**config.mk**
```make
export PLATFORM = sky130hd
export DESIGN_NAME = scss_top
export DESIGN_NICKNAME = d
export VERILOG_FILES = /design/src/hdl/scss_pkg.sv /design/src/hdl/scss_top.sv
export SDC_FILE = /design/constraint.sdc
export NUM_CORES = 1
export LEC_CHECK = 0
export ABC_AREA = 1
export BUFFER_PORTS_ARGS = -buffer_cell sky130_fd_sc_hd__buf_4
export CORE_UTILIZATION = 47
export DETAILED_ROUTE_END_ITERATION = 7
export GPL_ROUTABILITY_DRIVEN = 0
export PLACE_DENSITY = 0.77
export RECOVER_POWER = 25
export SLEW_MARGIN = 0
export SYNTH_ARGS = -nofsm -noshare
export SYNTH_HDL_FRONTEND = slang
export SYNTH_SLANG_ARGS = --single-unit
```
**constraint.sdc**
```tcl
create_clock -name aclk -period 1.64 [get_ports aclk]
set_input_delay 0.492 -clock aclk [delete_from_list [all_inputs] [get_ports aclk]]
set_output_delay 0.492 -clock aclk [all_outputs]
set_load 0.005 [all_outputs]
```
**src/hdl/scss_pkg.sv**
```systemverilog
package scss_pkg;

	// ------------------------------------------------------------
	// AXI4-Lite register map
	// ------------------------------------------------------------
	localparam logic [7:0] REG_STRAP    = 8'h00;
	localparam logic [7:0] REG_POWER    = 8'h04;
	localparam logic [7:0] REG_INT_STAT = 8'h08;
	localparam logic [7:0] REG_INT_MASK = 8'h0c;
	localparam logic [7:0] REG_CFG3F    = 8'h10;
	localparam logic [1:0] RESP_OKAY    = 2'h0;
	localparam logic [1:0] RESP_SLVERR  = 2'h2;

	// ------------------------------------------------------------
	// Host bus decode
	// ------------------------------------------------------------
	localparam logic [15:0] PORT_IDX_PRI = 16'h03e0;
	localparam logic [15:0] PORT_DAT_PRI = 16'h03e1;
	localparam logic [15:0] PORT_IDX_SEC = 16'h03e2;
	localparam logic [15:0] PORT_DAT_SEC = 16'h03e3;
	localparam logic [5:0]  IDX_CFG      = 6'h3f;
	localparam int          NUM_INDEXES  = 64;
	localparam logic [1:0]  PH_CMD       = 2'h0;
	localparam logic [1:0]  PH_ADDR      = 2'h1;
	localparam logic [1:0]  PH_DATA      = 2'h2;

	// ------------------------------------------------------------
	// Field positions and widths
	// ------------------------------------------------------------
	localparam int          CFG_PU_CDVS  = 5;
	localparam int          CFG_PU_BVD   = 4;
	localparam int          CFG_PU_INPW  = 3;
	localparam logic [7:0]  CFG3F_RST    = 8'h00;
	localparam int          REQ_W        = 4;
	localparam int          EV_IRQ       = 0;
	localparam int          EV_DRQ       = 1;
	localparam int          EV_DBDONE    = 2;
	localparam int          EV_CFGWR     = 3;
	localparam int          EV_W         = 4;
	localparam logic [1:0]  TF_TRISTATE  = 2'h3;

	typedef enum logic [1:0] {SCSS_SLOT_A, SCSS_SLOT_B,
		SCSS_SLOT_C, SCSS_SLOT_D} scss_slot_t;

	typedef struct packed {
		logic [15:0] addr;
		logic        io;
		logic        wr;
		logic        claim;
	} scss_hcyc_t;

	typedef struct packed {
		logic             captured;
		logic             test_mode;
		logic [1:0]       test_func;
		scss_slot_t       slot;
		logic             secondary;
		logic [3:0]       pwr;
		logic             pin_oe;
		logic             pu_strap;
		logic             pu_cdvs;
		logic             pu_bvd;
		logic             pu_inpw;
		logic [7:0]       cfg3f;
		logic [7:0]       index;
		scss_hcyc_t       cyc;
		logic             sel;
		logic [7:0]       hrdata;
		logic             hrvalid;
		logic [REQ_W-1:0] irq_prev;
		logic [REQ_W-1:0] drq_prev;
		logic             db_pend;
		logic             bus_req;
		logic             db_valid;
		logic [REQ_W-1:0] db_irq;
		logic [REQ_W-1:0] db_drq;
		logic [EV_W-1:0]  int_stat;
		logic [EV_W-1:0]  int_mask;
		logic             intr;
		logic             aw_ok;
		logic [7:0]       awaddr;
		logic             w_ok;
		logic [31:0]      wdata;
		logic [3:0]       wstrb;
		logic             aw_rdy;
		logic             w_rdy;
		logic             bvalid;
		logic [1:0]       bresp;
		logic             ar_rdy;
		logic             rvalid;
		logic [31:0]      rdata;
		logic [1:0]       rresp;
	} scss_state_t;

endpackage

```
**src/hdl/scss_top.sv**
```systemverilog
`timescale 1ns/1ps
// Notes on behaviour
// - Straps sampled once, held as configuration
// - Voltage control outputs high during reset
// - Card supply controls low during reset
// - Strap pull-ups active from reset until strap capture
// - 3.3 V line pulled up selects test
// - Pull-downs choose test function in test
// - Two straps choose slot, owning index quarter
// - 5 V strap high selects secondary ports
// - 64 indexes via the strap-selected index/data ports
// - Bit 5 set disables detect/sense pull-ups
// - Bit 4 controls battery/ready pull-ups
// - Bit 3 controls acknowledge/wait pull-ups
// - Eight controllers share bus by straps
// - Three host phases latched into internal cycle
// - Request bus to report interrupt changes
// - Request bus to report DMA request changes
// - Slot A claims index writes; others latch
module scss_top
	import scss_pkg::*;
(
	input  wire logic             aclk,
	input  wire logic             aresetn,
	input  wire logic             clk_en,
	input  wire logic             s_axi_awvalid,
	output logic                  s_axi_awready,
	input  wire logic [7:0]       s_axi_awaddr,
	input  wire logic [2:0]       s_axi_awprot,
	input  wire logic             s_axi_wvalid,
	output logic                  s_axi_wready,
	input  wire logic [31:0]      s_axi_wdata,
	input  wire logic [3:0]       s_axi_wstrb,
	output logic                  s_axi_bvalid,
	input  wire logic             s_axi_bready,
	output logic [1:0]            s_axi_bresp,
	input  wire logic             s_axi_arvalid,
	output logic                  s_axi_arready,
	input  wire logic [7:0]       s_axi_araddr,
	input  wire logic [2:0]       s_axi_arprot,
	output logic                  s_axi_rvalid,
	input  wire logic             s_axi_rready,
	output logic [31:0]           s_axi_rdata,
	output logic [1:0]            s_axi_rresp,
	output logic                  irq,
	input  wire logic             program_voltage_ctl_i,
	output logic                  program_voltage_ctl_o,
	output logic                  program_voltage_ctl_oe,
	input  wire logic             supply_voltage_ctl_i,
	output logic                  supply_voltage_ctl_o,
	output logic                  supply_voltage_ctl_oe,
	input  wire logic             card_5v_enable_i,
	output logic                  card_5v_enable_o,
	output logic                  card_5v_enable_oe,
	input  wire logic             card_3v3_enable_i,
	output logic                  card_3v3_enable_o,
	output logic                  card_3v3_enable_oe,
	output logic                  strap_pullup_en,
	output logic                  detect_sense_pullup_en,
	output logic                  battery_ready_pullup_en,
	output logic                  ack_wait_pullup_en,
	output logic                  test_mode,
	output logic [1:0]            test_func,
	input  wire logic             host_strobe,
	input  wire logic [1:0]       host_phase,
	input  wire logic [15:0]      host_data,
	output logic                  host_sel,
	output logic [7:0]            host_rdata,
	output logic                  host_rvalid,
	input  wire logic [REQ_W-1:0] card_irq,
	input  wire logic [REQ_W-1:0] card_drq,
	output logic                  bus_request,
	input  wire logic             bus_grant,
	output logic                  report_valid,
	output logic [REQ_W-1:0]      report_irq,
	output logic [REQ_W-1:0]      report_drq
);

	// ------------------------------------------------------------
	// Local signals
	// ------------------------------------------------------------

	scss_state_t s_r;
	scss_state_t s_nxt;

	logic [15:0] idx_port;
	logic [15:0] dat_port;
	logic        own_data;
	logic        do_wr;
	logic        do_rd;
	logic [EV_W-1:0] ev;
	logic [REQ_W-1:0] irq_chg;
	logic [REQ_W-1:0] drq_chg;

	// ------------------------------------------------------------
	// Per-line change detect
	// ------------------------------------------------------------
	for (genvar g = 0; g < REQ_W; g++) begin : g_chg
		assign irq_chg[g] = card_irq[g] ^ s_r.irq_prev[g];
		assign drq_chg[g] = card_drq[g] ^ s_r.drq_prev[g];
	end

	// ------------------------------------------------------------
	// Next state
	// ------------------------------------------------------------
	always_comb begin
		s_nxt = s_r;
		ev = '0;
		s_nxt.hrvalid = 1'b0;
		s_nxt.db_valid = 1'b0;

		// ------------------------------------------------------------
		// Strap capture on the first enabled cycle after release
		// ------------------------------------------------------------
		if (!s_r.captured) begin
			s_nxt.captured  = 1'b1;
			s_nxt.test_mode = card_3v3_enable_i;
			s_nxt.test_func = {~supply_voltage_ctl_i,
				~program_voltage_ctl_i};
			s_nxt.slot = scss_slot_t'({~supply_voltage_ctl_i,
				~program_voltage_ctl_i});
			s_nxt.secondary = card_5v_enable_i;
			s_nxt.pu_strap  = 1'b0;
			s_nxt.pin_oe    = ~(card_3v3_enable_i &&
				(~supply_voltage_ctl_i & ~program_voltage_ctl_i));
		end

		// ------------------------------------------------------------
		// Base address from the 5 V strap: 2 port pairs, shared by all 4 slots
		// ------------------------------------------------------------
		idx_port = s_r.secondary ? PORT_IDX_SEC : PORT_IDX_PRI;
		dat_port = s_r.secondary ? PORT_DAT_SEC : PORT_DAT_PRI;

		// ------------------------------------------------------------
		// Data port ownership by index quarter
		// ------------------------------------------------------------
		own_data = (s_r.index[7:6] == 2'(s_r.slot));

		// ------------------------------------------------------------
		// Host bus phases
		// ------------------------------------------------------------
		if (s_r.captured && host_strobe) begin
			unique case (host_phase)
				PH_CMD: begin
					s_nxt.cyc.io = host_data[0];
					s_nxt.cyc.wr = host_data[1];
					s_nxt.cyc.claim = 1'b0;
				end
				PH_ADDR: begin
					s_nxt.cyc.addr = host_data;
					s_nxt.cyc.claim = s_r.cyc.io &&
						((host_data == idx_port &&
						s_r.slot == SCSS_SLOT_A) ||
						(host_data == dat_port && own_data));
					s_nxt.sel = s_nxt.cyc.claim;
				end
				PH_DATA: begin
					s_nxt.sel = 1'b0;
					if (s_r.cyc.io && s_r.cyc.addr == idx_port) begin
						if (s_r.cyc.wr) begin
							s_nxt.index = host_data[7:0];
						end else if (s_r.cyc.claim) begin
							s_nxt.hrdata = s_r.index;
							s_nxt.hrvalid = 1'b1;
						end
					end else if (s_r.cyc.claim) begin
						if (s_r.cyc.wr) begin
							if (s_r.index[5:0] == IDX_CFG) begin
								s_nxt.cfg3f = host_data[7:0];
								ev[EV_CFGWR] = 1'b1;
							end
						end else begin
							s_nxt.hrdata = (s_r.index[5:0] == IDX_CFG) ?
								s_r.cfg3f : 8'h00;
							s_nxt.hrvalid = 1'b1;
						end
					end
				end
				default: begin
				end
			endcase
		end

		// ------------------------------------------------------------
		// Pull-up control from configuration byte
		// ------------------------------------------------------------
		s_nxt.pu_cdvs = ~s_nxt.cfg3f[CFG_PU_CDVS];
		s_nxt.pu_bvd  = s_nxt.cfg3f[CFG_PU_BVD];
		s_nxt.pu_inpw = s_nxt.cfg3f[CFG_PU_INPW];

		// ------------------------------------------------------------
		// Driveback of request line changes
		// ------------------------------------------------------------
		if (s_r.captured) begin
			s_nxt.irq_prev = card_irq;
			s_nxt.drq_prev = card_drq;
			ev[EV_IRQ] = |irq_chg;
			ev[EV_DRQ] = |drq_chg;
			if (ev[EV_IRQ] || ev[EV_DRQ]) begin
				s_nxt.db_pend = 1'b1;
			end
			if (s_r.bus_req && bus_grant) begin
				s_nxt.db_valid = 1'b1;
				s_nxt.db_irq = card_irq;
				s_nxt.db_drq = card_drq;
				s_nxt.db_pend = ev[EV_IRQ] || ev[EV_DRQ];
				ev[EV_DBDONE] = 1'b1;
			end
			s_nxt.bus_req = s_nxt.db_pend && !s_nxt.db_valid;
		end

		// ------------------------------------------------------------
		// AXI4-Lite write path
		// ------------------------------------------------------------
		if (s_axi_awvalid && s_r.aw_rdy) begin
			s_nxt.aw_ok = 1'b1;
			s_nxt.awaddr = s_axi_awaddr;
		end
		if (s_axi_wvalid && s_r.w_rdy) begin
			s_nxt.w_ok = 1'b1;
			s_nxt.wdata = s_axi_wdata;
			s_nxt.wstrb = s_axi_wstrb;
		end
		do_wr = s_r.aw_ok && s_r.w_ok && !s_r.bvalid;
		if (do_wr) begin
			s_nxt.aw_ok = 1'b0;
			s_nxt.w_ok = 1'b0;
			s_nxt.bvalid = 1'b1;
			s_nxt.bresp = RESP_OKAY;
			unique case (s_r.awaddr)
				REG_POWER: begin
					if (s_r.wstrb[0]) begin
						s_nxt.pwr = s_r.wdata[3:0];
					end
				end
				REG_INT_STAT: begin
					if (s_r.wstrb[0]) begin
						s_nxt.int_stat = s_r.int_stat &
							~s_r.wdata[EV_W-1:0];
					end
				end
				REG_INT_MASK: begin
					if (s_r.wstrb[0]) begin
						s_nxt.int_mask = s_r.wdata[EV_W-1:0];
					end
				end
				REG_CFG3F: begin
					if (s_r.wstrb[0]) begin
						s_nxt.cfg3f = s_r.wdata[7:0];
						s_nxt.pu_cdvs = ~s_r.wdata[CFG_PU_CDVS];
						s_nxt.pu_bvd = s_r.wdata[CFG_PU_BVD];
						s_nxt.pu_inpw = s_r.wdata[CFG_PU_INPW];
					end
				end
				REG_STRAP: begin
				end
				default: begin
					s_nxt.bresp = RESP_SLVERR;
				end
			endcase
		end
		if (s_r.bvalid && s_axi_bready) begin
			s_nxt.bvalid = 1'b0;
		end

		// ------------------------------------------------------------
		// Sticky events, set wins over clear
		// ------------------------------------------------------------
		s_nxt.int_stat = s_nxt.int_stat | ev;
		s_nxt.intr = |(s_nxt.int_stat & s_nxt.int_mask);

		// ------------------------------------------------------------
		// AXI4-Lite read path
		// ------------------------------------------------------------
		do_rd = s_axi_arvalid && s_r.ar_rdy;
		if (do_rd) begin
			s_nxt.rvalid = 1'b1;
			s_nxt.rresp = RESP_OKAY;
			s_nxt.rdata = 32'h0000_0000;
			unique case (s_axi_araddr)
				REG_STRAP: begin
					s_nxt.rdata[6:0] = {s_r.captured, s_r.test_mode,
						s_r.test_func, 2'(s_r.slot), s_r.secondary};
				end
				REG_POWER: begin
					s_nxt.rdata[3:0] = s_r.pwr;
				end
				REG_INT_STAT: begin
					s_nxt.rdata[EV_W-1:0] = s_r.int_stat;
				end
				REG_INT_MASK: begin
					s_nxt.rdata[EV_W-1:0] = s_r.int_mask;
				end
				REG_CFG3F: begin
					s_nxt.rdata[7:0] = s_r.cfg3f;
				end
				default: begin
					s_nxt.rresp = RESP_SLVERR;
				end
			endcase
		end else if (s_r.rvalid && s_axi_rready) begin
			s_nxt.rvalid = 1'b0;
		end

		s_nxt.aw_rdy = !s_nxt.aw_ok && !s_nxt.bvalid;
		s_nxt.w_rdy = !s_nxt.w_ok && !s_nxt.bvalid;
		s_nxt.ar_rdy = !s_nxt.rvalid;
	end

	// ------------------------------------------------------------
	// State register
	// ------------------------------------------------------------
	always_ff @(posedge aclk) begin
		if (!aresetn) begin
			s_r <= '0;
			s_r.pu_strap <= 1'b1;
			s_r.pu_cdvs <= 1'b1;
			s_r.cfg3f <= CFG3F_RST;
			s_r.pwr[2] <= 1'b1;
			s_r.pwr[3] <= 1'b1;
		end else if (clk_en) begin
			s_r <= s_nxt;
		end
	end

	// ------------------------------------------------------------
	// Outputs
	// ------------------------------------------------------------
	assign s_axi_awready = s_r.aw_rdy;
	assign s_axi_wready = s_r.w_rdy;
	assign s_axi_bvalid = s_r.bvalid;
	assign s_axi_bresp = s_r.bresp;
	assign s_axi_arready = s_r.ar_rdy;
	assign s_axi_rvalid = s_r.rvalid;
	assign s_axi_rdata = s_r.rdata;
	assign s_axi_rresp = s_r.rresp;
	assign irq = s_r.intr;

	// ------------------------------------------------------------
	// Power pins: program and supply voltage controls high from reset, card supplies low
	// ------------------------------------------------------------
	assign program_voltage_ctl_o = s_r.pwr[2];
	assign supply_voltage_ctl_o = s_r.pwr[3];
	assign card_5v_enable_o = s_r.pwr[0];
	assign card_3v3_enable_o = s_r.pwr[1];
	assign program_voltage_ctl_oe = s_r.pin_oe;
	assign supply_voltage_ctl_oe = s_r.pin_oe;
	assign card_5v_enable_oe = s_r.pin_oe;
	assign card_3v3_enable_oe = s_r.pin_oe;

	// ------------------------------------------------------------
	// Pull-up enables and test straps
	// ------------------------------------------------------------
	assign strap_pullup_en = s_r.pu_strap;
	assign detect_sense_pullup_en = s_r.pu_cdvs;
	assign battery_ready_pullup_en = s_r.pu_bvd;
	assign ack_wait_pullup_en = s_r.pu_inpw;
	assign test_mode = s_r.test_mode;
	assign test_func = s_r.test_func;

	// ------------------------------------------------------------
	// Host bus and driveback outputs
	// ------------------------------------------------------------
	assign host_sel = s_r.sel;
	assign host_rdata = s_r.hrdata;
	assign host_rvalid = s_r.hrvalid;
	assign bus_request = s_r.bus_req;
	assign report_valid = s_r.db_valid;
	assign report_irq = s_r.db_irq;
	assign report_drq = s_r.db_drq;

endmodule

```
After elaboration in Yosys (flattened, before gate mapping) --
Cells that the tools add are included. W data, S select, Z words.
Word-level totals: register bits after elaboration 150, input bits 98, output and inout bits 77
Cells by class: reduce and logical (&&, ||, !) cells 50, equality and inequality tests 16, multiplexer cells 56, bitwise logic cells 20
Operator list (number):
- $mux W9 | 10
- $mux W8 | 8
- $eq A16 B10 Y1 | 3
- $mux W45 | 1
- $mux W37 | 1
- $mux W11 | 3
- $eq A8 B4 Y1 const B | 4
- $mux W16 | 2
- $pmux W4 S5 | 1
- $logic_and A1 B1 Y1 | 17
- $eq A8 B3 Y1 const B | 2
- $eq A8 B5 Y1 const B | 2
- $logic_not A8 Y1 | 2
- $mux W1 | 16
- $mux W4 | 4
- $reduce_and A3 Y1 | 5
- $reduce_and A2 Y1 | 6
- $reduce_or A4 Y1 | 3
- $mux W2 | 5
- $reduce_and A5 Y1 | 2
- $reduce_or A5 Y1 | 2
- $and A4 B4 Y4 | 2
- $xor A1 B1 Y1 | 8
- $not A1 Y1 | 7
- 16 further kinds | 26

Longest topological paths before layout --
Gate-level depths: netlist (run 1).
depth in word-level cells 11, gate-level depth with buffers 12, gate-level depth less buffers 12

Worst setup path after synthesis (run 1) --
OpenSTA, ideal clock, no wires.
path type input-to-reg, start point input port host_phase[0], end point register s_r (netlist bit detect_sense_pullup_en), stages 11, path buffers 0, data arrival time 1565 ps, path slack -48 ps, cell sequence inv_1 ha_1 nand2_1 inv_1 nand4_2 nor2_4 nand2_2 nand2_1 nand3_1 nand2_1 nand3_1
On the way: cells in the longest elaborated chain, start to end 7
Ends and longest elaborated chain:
- start, declared | RTL line scss_top.sv:65 | input wire logic [1:0] host_phase,
- $eq A2 B2 Y1 (*) | RTL line scss_top.sv:143 | unique case (host_phase)
- $mux W16 (*) | RTL line scss_top.sv:143
- $mux W45 (*) | RTL line scss_top.sv:142 | if (s_r.captured && host_strobe) begin
- $not A1 Y1 (*) | RTL line scss_top.sv:187 | s_nxt.pu_cdvs = ~s_nxt.cfg3f[CFG_PU_CDVS];
- $mux W11 | RTL line scss_top.sv:248 | if (s_r.wstrb[0]) begin
- $mux W11 | RTL line scss_top.sv:230 | unique case (s_r.awaddr)
- $mux W11 (*) | RTL line scss_top.sv:225 | if (do_wr) begin
- end signal, assigned | RTL line scss_top.sv:322 | s_r <= s_nxt;
- end, declared | RTL line scss_top.sv:83 | scss_state_t s_r;
Mark *: on every way between the ends. The rest lies on a longest branch, timed or not. A chain may end at the register's enable or synchronous reset.

Worst setup path after layout (run 1) --
start point register s_r[169] (netlist name), end point register s_r[149] (netlist name)
On the way: cells in the longest elaborated chain, start to end 4
Ends and longest elaborated chain:
- $mux W2 | RTL line scss_top.sv:131 | idx_port = s_r.secondary ? PORT_IDX_SEC : PORT_IDX_PRI;
- $eq A16 B10 Y1 | RTL line scss_top.sv:159 | if (s_r.cyc.io && s_r.cyc.addr == idx_port) begin
- $logic_and A1 B1 Y1 | RTL line scss_top.sv:159
- $reduce_and A5 Y1 (no line)
Every way passes these cells.

==> impl_metrics.toml, run 1 <==
[logic_synthesis]
yosys_register_bits = 119
syn_inst = 851
yosysWarnings = 0
yosysTopAreaCell = "dfxtp_1"
ys_seq_area_frac = 0.400
synth.distinct_cells = 36
syn_area_sq_um = 5950
synth_top_area_share = 0.400
synth.avg_cell_area_sq_um = 7.00
synth.area.top_cells = "dfxtp_1 40%, nand2_1 9.5%, o21ai_0 8.4%, buf_4 7.3%, a21oi_1 6.9%"

[clocking]
clkSinkCount = 119
insertion_delay_ps = 410
tritoncts = "built"
clockRootBuffer = "clkbuf_16"
cts_max_path_buffers = 2
cts_inserted_buffers = 17
htree_num_levels = 4
path_clk_slew_ps = 60
hold_buffers = 0

[placement]
post-place-ws_ps = -169
dpl_cell_area_sq_um = 6920
port_buffers = 115
dpl.hpwl_microns = 10900
dp_cells = 1114

[floorplan]
ios = 175
rows = 40
die_y_microns = 115
dieArea_sq_um = 13100
dieWidth_microns = 115
core_sq_um = 12200
start_util = 0.490

[setup_path]
rr_endpoint = "s_r[149]"
critPathCaptureType = "register"
cp_num_buf_inv = 4
path_class = "reg -> reg"
crit_path_top_delay_cell = "dfxtp_4"
cp_cell_sequence = "inv_4 -> nand2_2 -> nand2_2 -> nor2_4 -> buf_6 -> nand3_4 -> nor3_4 -> clkbuf_16 -> buf_6 -> a21oi_2"
required_ps = 1930
r2r_start = "s_r[169]"
critPathArrivalTime_ps = 1950
critPathMaxStageDelay_ps = 380
r2r_cells = 10
crit_fanout = 7
worstSetupStartpointType = "register"
crit_family = "simple AND/OR/NAND/NOR gates"
reg2reg_slack_ps = -20

[power]
power.density_nw_per_um2 = 1000
static-leakage-power_nw = 3.61
power_mw = 7.72
ir_worst_vdd_uv = 708

[route]
vias = 5753
avgRoutedWirePerCell_microns = 13.4
drc = 0
via_per_inst = 4.99
dr.pass1.iters = 5
first_iter_violations = 453
antenna_left = 0
detail_route.wirelength_microns = 15500

[sta]
fin_tns_setup_ps = -20.3
fin_hold_ws_ps = 265
tightest_slew_ps = 669
finClkSkew_ps = 7.57
fin_crit_ps = 1660
hold_viol = 0
rsz0062_at_grt = "yes"
max_freq_mhz = 602
setup_slack_ps = -20.3
drv_slew = 0
period_share = 1.01
max-slew-margin-rel = 0.554
setup_violations = 1

[final_layout]
final_cells = 1152
area_growth_pct = 29.1
final_area_sq_um = 7680
diodes = 0
final_core_util = 0.632
drive_above_1_share = 0.256
nNetsFinal = 1072

[status]
violations = "setup timing"
status = "finished with violations"

[global_route]
grtUsageMet2 = 0.376
use_met3 = 0.0635
antenna_found_initial = 0
grt_util_met1 = 0.314
grt_busiest_layer = "met2"
grt_max_degree = 46
grt_pass1_vias = 5173
grt_pass1_wl_microns = 24700
groute.usage.overall = 0.240
grt_overflow = 0

[hold_path]
min_to = "s_r[171]"
hold_class = "in -> reg"
hold_start = "supply_voltage_ctl_i"
worst_hold_path.num_cells = 2

[run]
drv_cap = 0
-- cells in the mapped netlist --
cell	instances
o21ai_1	2
nand2_2	6
nor3_2	2
nand3_1	60
nor2_4	4
nor3_1	8
inv_2	6
o21ai_2	2
clkbuf_2	1
o211ai_1	7
xor2_1	5
o31ai_1	2
a211oi_1	2
nor2_2	4
nor3_4	1
nand2_1	151
nor2_1	74
nor4_1	1
buf_1	2
conb_1	1
dfxtp_1	119
o21ai_0	100
nand4_1	4
a21oi_1	82
buf_4	58
buf_2	10
nand3_2	1
buf_6	2
o221ai_1	3
a31oi_1	5
ha_1	3
nand3_4	1
clkbuf_1	14
inv_1	105
a21oi_2	2
nand4_2	1
-- metal layers --
layer | part of all wire | up-vias
met5 | 0 | -
met4 | 0.016 | 0
met3 | 0.096 | 24
met2 | 0.45 | 266
met1 | 0.44 | 2529
li1 | - | 2934
-- area by class of cell --
cell class | count | area, sq um
fill | 1041 | 4480
multi-input combinational | 559 | 2750
sequential | 119 | 2390
timing repair buffer | 163 | 1270
clock buffer | 18 | 439
inverter | 111 | 423
tap | 168 | 210
clock inverter | 14 | 199
-- kinds of logic after synthesis --
family,count (synthesis),synth area share
fa+ha+maj,3,0.00631
compound gates,207,0.184
simple gates,318,0.235
buf+inv,198,0.166
flops,119,0.400
other cells,1,0.000630
xor+xnor,5,0.00736
-- flip-flops by register name, indices dropped and copies added (netlist names), 4 cells and up --
register,count
s_r,75
host_rdata,8
s_axi_rdata,8
report_drq,4
report_irq,4
-- worst reg2reg max path, cell delays in order, from the launching register on --
cell and delay (ps):
dfxtp_4 380, inv_4 50, nand2_2 50, nand2_2 60
nor2_4 130, buf_6 120, nand3_4 110, nor3_4 250
clkbuf_16 220, buf_6 110, a21oi_2 60
-- worst max path at each step --
| stage | slack (ps) | from | endpoint | depth (start not counted) |
|---|---|---|---|---|
| after floorplan | 8 | host_phase[0] | detect_sense_pullup_en | 11 |
| after global placement | -130 | host_phase[0] | s_r[155] | 12 |
| after detailed placement | -170 | host_phase[0] | detect_sense_pullup_en | 12 |
| after CTS | 10 | s_r[169] | s_r[147] | 10 |
| after global routing | -60 | s_r[169] | s_r[149] | 10 |
| final | -20 | s_r[169] | s_r[149] | 10 |
-- placed cells by master (no fill, tap or decap), types with 5 or more instances in the layout --
master / synthesis / final
buf_4: 58 / 148
nand2_1: 151 / 146
dfxtp_1: 119 / 111
inv_1: 105 / 100
o21ai_0: 100 / 94
a21oi_1: 82 / 78
nor2_1: 74 / 70
nand3_1: 60 / 59
conb_1: 1 / 26
clkbuf_16: 0 / 18
nand2_2: 6 / 10
inv_2: 6 / 9
nor2_2: 4 / 8
nor3_1: 8 / 8
o211ai_1: 7 / 7
dfxtp_2: 0 / 7
a21oi_2: 2 / 6
o21ai_2: 2 / 5
clkinvlp_4: 0 / 5
xor2_1: 5 / 5
a31oi_1: 5 / 5
o21ai_1: 2 / 5
-- power breakdown --
group | switching, mW | internal, mW | leakage (nW) | total (mW)
Sequential | 0.0756 | 2.99 | 0.972 | 3.06
Clock | 1.39 | 2.59 | 0.299 | 3.98
Combinational | 0.375 | 0.304 | 2.34 | 0.679
Total | 1.84 | 5.88 | 3.61 | 7.72
-- what timing repair did --
| action | 4_1_cts | 5_1_grt |
|---|---|---|
| gates resized for setup | 0 | 42 |
| setup buffers | 0 | 5 |
| endpoints found under the setup margin | 0 | 23 |
Note: power is estimated with default switching activity, not from simulation.
==> run 2: changes to the inputs <==
Settings changed: CORE_UTILIZATION 47 to 52, PLACE_DENSITY 0.77 to 0.8.
Clock period 1.64 ns to 1.7 ns, I/O delays scaled along.
==> run 2 against run 1 <==
  * The run now ends clean
  * Design area fell by 2.9%
  * Critical path depth did not move
  * Wire length fell by 0.94%
  * Fmax rose by 5.8%
  * Non-clock buffer count fell by 9
  * Global-route usage rose by 3.4 points
  * Die area fell by 9.5%
  * Cell count fell by 3.2%
  * Worst setup slack improved by 150 ps
  * Critical endpoint is now s_r[148]
  * Largest power group unchanged
==> impl_metrics.toml, run 2 (synthesis results as in run 1) <==
[power]
static-leakage-power_nw = 3.56
ir_worst_vdd_uv = 747
power.density_nw_per_um2 = 1000
power_mw = 7.46

[sta]
rsz0062_at_grt = "no"
setup_slack_ps = 131
period_share = 0.923
hold_viol = 0
max_freq_mhz = 637
max-slew-margin-rel = 0.528
drv_slew = 0
setup_violations = 0
fin_hold_ws_ps = 280
fin_tns_setup_ps = 0
finClkSkew_ps = 10.4
fin_crit_ps = 1570
tightest_slew_ps = 708

[hold_path]
hold_class = "in -> reg"

[global_route]
grt_max_degree = 55
groute.usage.overall = 0.274
antenna_found_initial = 0
grt_pass1_wl_microns = 25200
grt_overflow = 0
grt_pass1_vias = 5294

[clocking]
htree_num_levels = 4
insertion_delay_ps = 410
path_clk_slew_ps = 60
tritoncts = "built"
cts_max_path_buffers = 2
hold_buffers = 0
clockRootBuffer = "clkbuf_16"
clkSinkCount = 119
cts_inserted_buffers = 17

[route]
avgRoutedWirePerCell_microns = 13.7
antenna_left = 0
via_per_inst = 5.14
drc = 0
dr.pass1.iters = 5
first_iter_violations = 436
vias = 5733
detail_route.wirelength_microns = 15300

[final_layout]
layout_commonest_cell = "nand2_1"
drive_above_1_share = 0.218
final_area_sq_um = 7460
area_growth_pct = 25.4
largest_reg_flops = 75
layout_common_cells = "151 x nand2_1, 142 x buf_4, 118 x dfxtp_1, 105 x inv_1, 100 x o21ai_0"
nNetsFinal = 1063
diodes = 0
regMostFlops = "s_r"

[status]
status = "finished, final reports clean"

[setup_path]
critPathArrivalTime_ps = 1900
cp_cell_sequence = "inv_2 -> nand2_2 -> nand2_2 -> nor2_4 -> buf_4 -> nand3_4 -> nor3_4 -> buf_12 -> o21ai_0 -> a21oi_1"
crit_path_top_delay_cell = "dfxtp_2"
crit_family = "simple AND/OR/NAND/NOR gates"
required_ps = 2030
cp_num_buf_inv = 3
crit_fanout = 16
critPathCaptureType = "register"
critPathMaxStageDelay_ps = 380
cp_common_cell = "nand2_2"
worstSetupStartpointType = "register"
path_class = "reg -> reg"

[floorplan]
core_sq_um = 11000
ios = 175
die_y_microns = 109
rows = 38
dieArea_sq_um = 11900
dieWidth_microns = 109
start_util = 0.542

[placement]
dpl.hpwl_microns = 10900
dpl_cell_area_sq_um = 6850
post-place-ws_ps = -183
port_buffers = 115

[run]
drv_cap = 0
run 2: worst reg2reg max path: stages (launching register included):
cell and delay, ps:
dfxtp_2 380, inv_2 80, nand2_2 60, nand2_2 60
nor2_4 90, buf_4 130, nand3_4 120, nor3_4 170
buf_12 170, o21ai_0 100, a21oi_1 140
run 2: area by class of cell:
| cell class | instances | area (sq um) |
|---|---|---|
| Fill cell | 908 | 3520 |
| Multi-Input combinational cell | 559 | 2690 |
| Sequential cell | 119 | 2380 |
| Timing Repair Buffer | 154 | 1170 |
| Clock buffer | 18 | 439 |
| Inverter | 111 | 417 |
| Clock inverter | 14 | 198 |
| Tap cell | 140 | 175 |
run 2: power breakdown:
group | switching, mW | internal, mW
clock network | 1.37 | 2.51
logic | 0.354 | 0.283
registers | 0.0710 | 2.88
total | 1.79 | 5.67
run 2: repair_timing:
item                                    4_1_cts  5_1_grt
endpoints found under the setup margin        0       17
gates resized for setup                       0        4
buffers inserted                              0        0
run 2: path summary, 6_finish.rpt:
kind	startpoint	to	depth (start not counted)	slack [ps]
max	s_r[169]	s_r[148]	10	130
min	supply_voltage_ctl_i	s_r[171]	2	280
max reg2reg	s_r[169]	s_r[148]	10	130
min reg2reg	s_r[52]	s_r[52]	2	440
run 2: per-stage QoR:
stage / instances / utilization
2_1_floorplan: 876 / -
3_3_place_gp: 1083 / 0.624
3_5_place_dp: 1083 / 0.624
4_1_cts: 1115 / 0.682
5_1_grt: 1115 / 0.680
6_report: 1115 / 0.680
run 2: layer usage:
metal | share of wire | track usage
met3 | 0.084 | 0.0717
met1 | 0.43 | 0.348
met2 | 0.46 | 0.447
met5 | 0 | 0
met4 | 0.022 | 0.0956
==> run 3: changes to the inputs <==
Settings changed: CORE_UTILIZATION 52 to 54, CTS_BUF_LIST from default to sky130_fd_sc_hd__clkbuf_4 sky130_fd_sc_hd__clkbuf_8, PLACE_DENSITY 0.8 to 0.83.
==> run 3 against run 2 <==
  * Die area shrank 3.6%
  * Largest power group is now sequential cells
  * Highest routed layer unchanged
  * Via count grew 1.0%
  * Count of clock-buffer cells in the layout grew 3
  * Critical endpoint unchanged
  * Wire length shrank 3.0%
  * Global-route usage shrank 0.10 points
  * Sequential power is essentially flat
==> impl_metrics.toml, run 3 (synthesis results as in run 1) <==
[status]
status = "finished, final reports clean"

[setup_path]
critPathCaptureType = "register"
critPathArrivalTime_ps = 1960
startpoint = "s_r[169]"
cp_cell_sequence = "inv_2 -> nand2_2 -> nand2_2 -> nor2_4 -> nand3_4 -> nor3_4 -> buf_12 -> o21ai_0 -> a21oi_1"
cp.depth = 9
crit_path_top_delay_cell = "dfxtp_1"
reg2reg_slack_ps = 110
path_class = "reg -> reg"
worstSetupStartpointType = "register"
r2r_start = "s_r[169]"
crit_family = "simple AND/OR/NAND/NOR gates"
required_ps = 2070
endpoint = "s_r[148]"
r2r_cells = 9
critPathMaxStageDelay_ps = 440
cp_num_buf_inv = 2
cp_common_cell = "nand2_2"
rr_endpoint = "s_r[148]"
crit_fanout = 15

[power]
static-leakage-power_nw = 3.45
p_int_mw = 4.54
power_frac_seq = 0.485
p_sw_mw = 1.54
power.density_nw_per_um2 = 844
pwr-share-clk = 0.411
swShare = 0.254
ir_worst_vdd_uv = 509
combPwrFrac = 0.104
power_mw = 6.08

[final_layout]
drive_above_1_share = 0.218
final.fill_count = 938
final_cells = 1111
layout_commonest_cell = "nand2_1"
nNetsFinal = 1065
layout_common_cells = "149 x nand2_1, 141 x buf_4, 119 x dfxtp_1, 106 x inv_1, 100 x o21ai_0"
diodes = 0
area_growth_pct = 21.0
regMostFlops = "s_r"
largest_reg_flops = 75

[sta]
drv_slew = 0
max_freq_mhz = 628
finClkSkew_ps = 12.9
hold_viol = 0
max-slew-margin-rel = 0.486
tightest_slew_ps = 771
setup_violations = 0
fin_crit_ps = 1590
fin_hold_ws_ps = 257
period_share = 0.937

[clocking]
htree_num_levels = 4
hold_buffers = 0
insertion_delay_ps = 440
clkSinkCount = 119
cts_inserted_buffers = 17
clockRootBuffer = "clkbuf_8"
tritoncts = "built"
cts_max_path_buffers = 2
path_clk_slew_ps = 70

[global_route]
antenna_found_initial = 0
grt_overflow = 0
grt_max_degree = 72
grt_pass1_wl_microns = 24500
grt_pass1_vias = 5258
groute.usage.overall = 0.273

[placement]
dp_cells = 1081
dpl.hpwl_microns = 11000
port_buffers = 115

[route]
drc = 0
vias = 5791
first_iter_violations = 334
avgRoutedWirePerCell_microns = 13.4
via_per_inst = 5.21
dr.pass1.iters = 6
detail_route.wirelength_microns = 14900
antenna_left = 0

[floorplan]
ios = 175
dieWidth_microns = 107
rows = 37
core_sq_um = 10500
start_util = 0.566
dieArea_sq_um = 11400
die_y_microns = 107

[hold_path]
hold_class = "in -> reg"

[run]
drv_cap = 0
[run 3: changes by cell type in the layout (fill, tap and decap cells not counted), moves of 2 or more]
cell       previous run  this run
nand2_2               5         7
clkinv_2              2         4
inv_6                 3         0
clkbuf_8              1        19
nand2_1             151       149
clkbuf_16            17         0
clkinv_4              3         0
bufinv_16             4         2
clkbuf_2              2         6
[run 3: worst min-delay path by stage]
stage	start	to	slack, ps	cells past startpoint
6_report	program_voltage_ctl_i	s_r[170]	260	2
5_1_grt	program_voltage_ctl_i	s_r[170]	250	2
4_1_cts	program_voltage_ctl_i	s_r[170]	240	2
3_5_place_dp	s_r[84]	s_r[84]	440	2
3_3_place_gp	s_r[49]	s_r[49]	430	2
2_1_floorplan	s_r[49]	s_r[49]	420	2
[run 3: layer usage]
metal,global-route usage,up-vias,share of wire
met5,0,-,0
met4,0.113,0,0.020
met3,0.0802,28,0.085
met2,0.432,260,0.46
met1,0.347,2592,0.44
li1,-,2911,-
[run 3: cell type report]
cell class	instances	area [sq um]	area share
Sequential cell	119	2380	0.331
Clock inverter	9	103	0.0142
Timing Repair Buffer	156	1170	0.163
Inverter	111	417	0.0578
Clock buffer	21	277	0.0384
Multi-Input combinational cell	559	2690	0.373
Tap cell	136	170	0.0236
[run 3: timing repair]
action | 4_1_cts | 5_1_grt
setup endpoints to repair | 0 | 6
resized for setup | 0 | 3
setup buffers | 0 | 0
[run 3: through the flow]
stage | utilization | setup WS (ps) | setup TNS [ps] | area (sq um)
finish | 0.686 | 107 | 0 | 7200
detailed placement | 0.653 | -180 | -1580 | 6860
CTS | 0.689 | 97.2 | 0 | 7240
floorplan | - | 16.4 | 0 | 6060
global placement | 0.653 | -140 | -1070 | 6860
global route | 0.686 | -15.1 | -17.4 | 7200
[run 3: power by group through the flow]
stage               Sequential (mW)  Clock [mW]  Combinational [mW]
finish                         2.95        2.50               0.632
global route                   2.96        2.65               0.712
CTS                            2.95        2.52               0.636
detailed placement             3.01           0               0.631
global placement               3.01           0               0.617
floorplan                      2.99           0               0.400
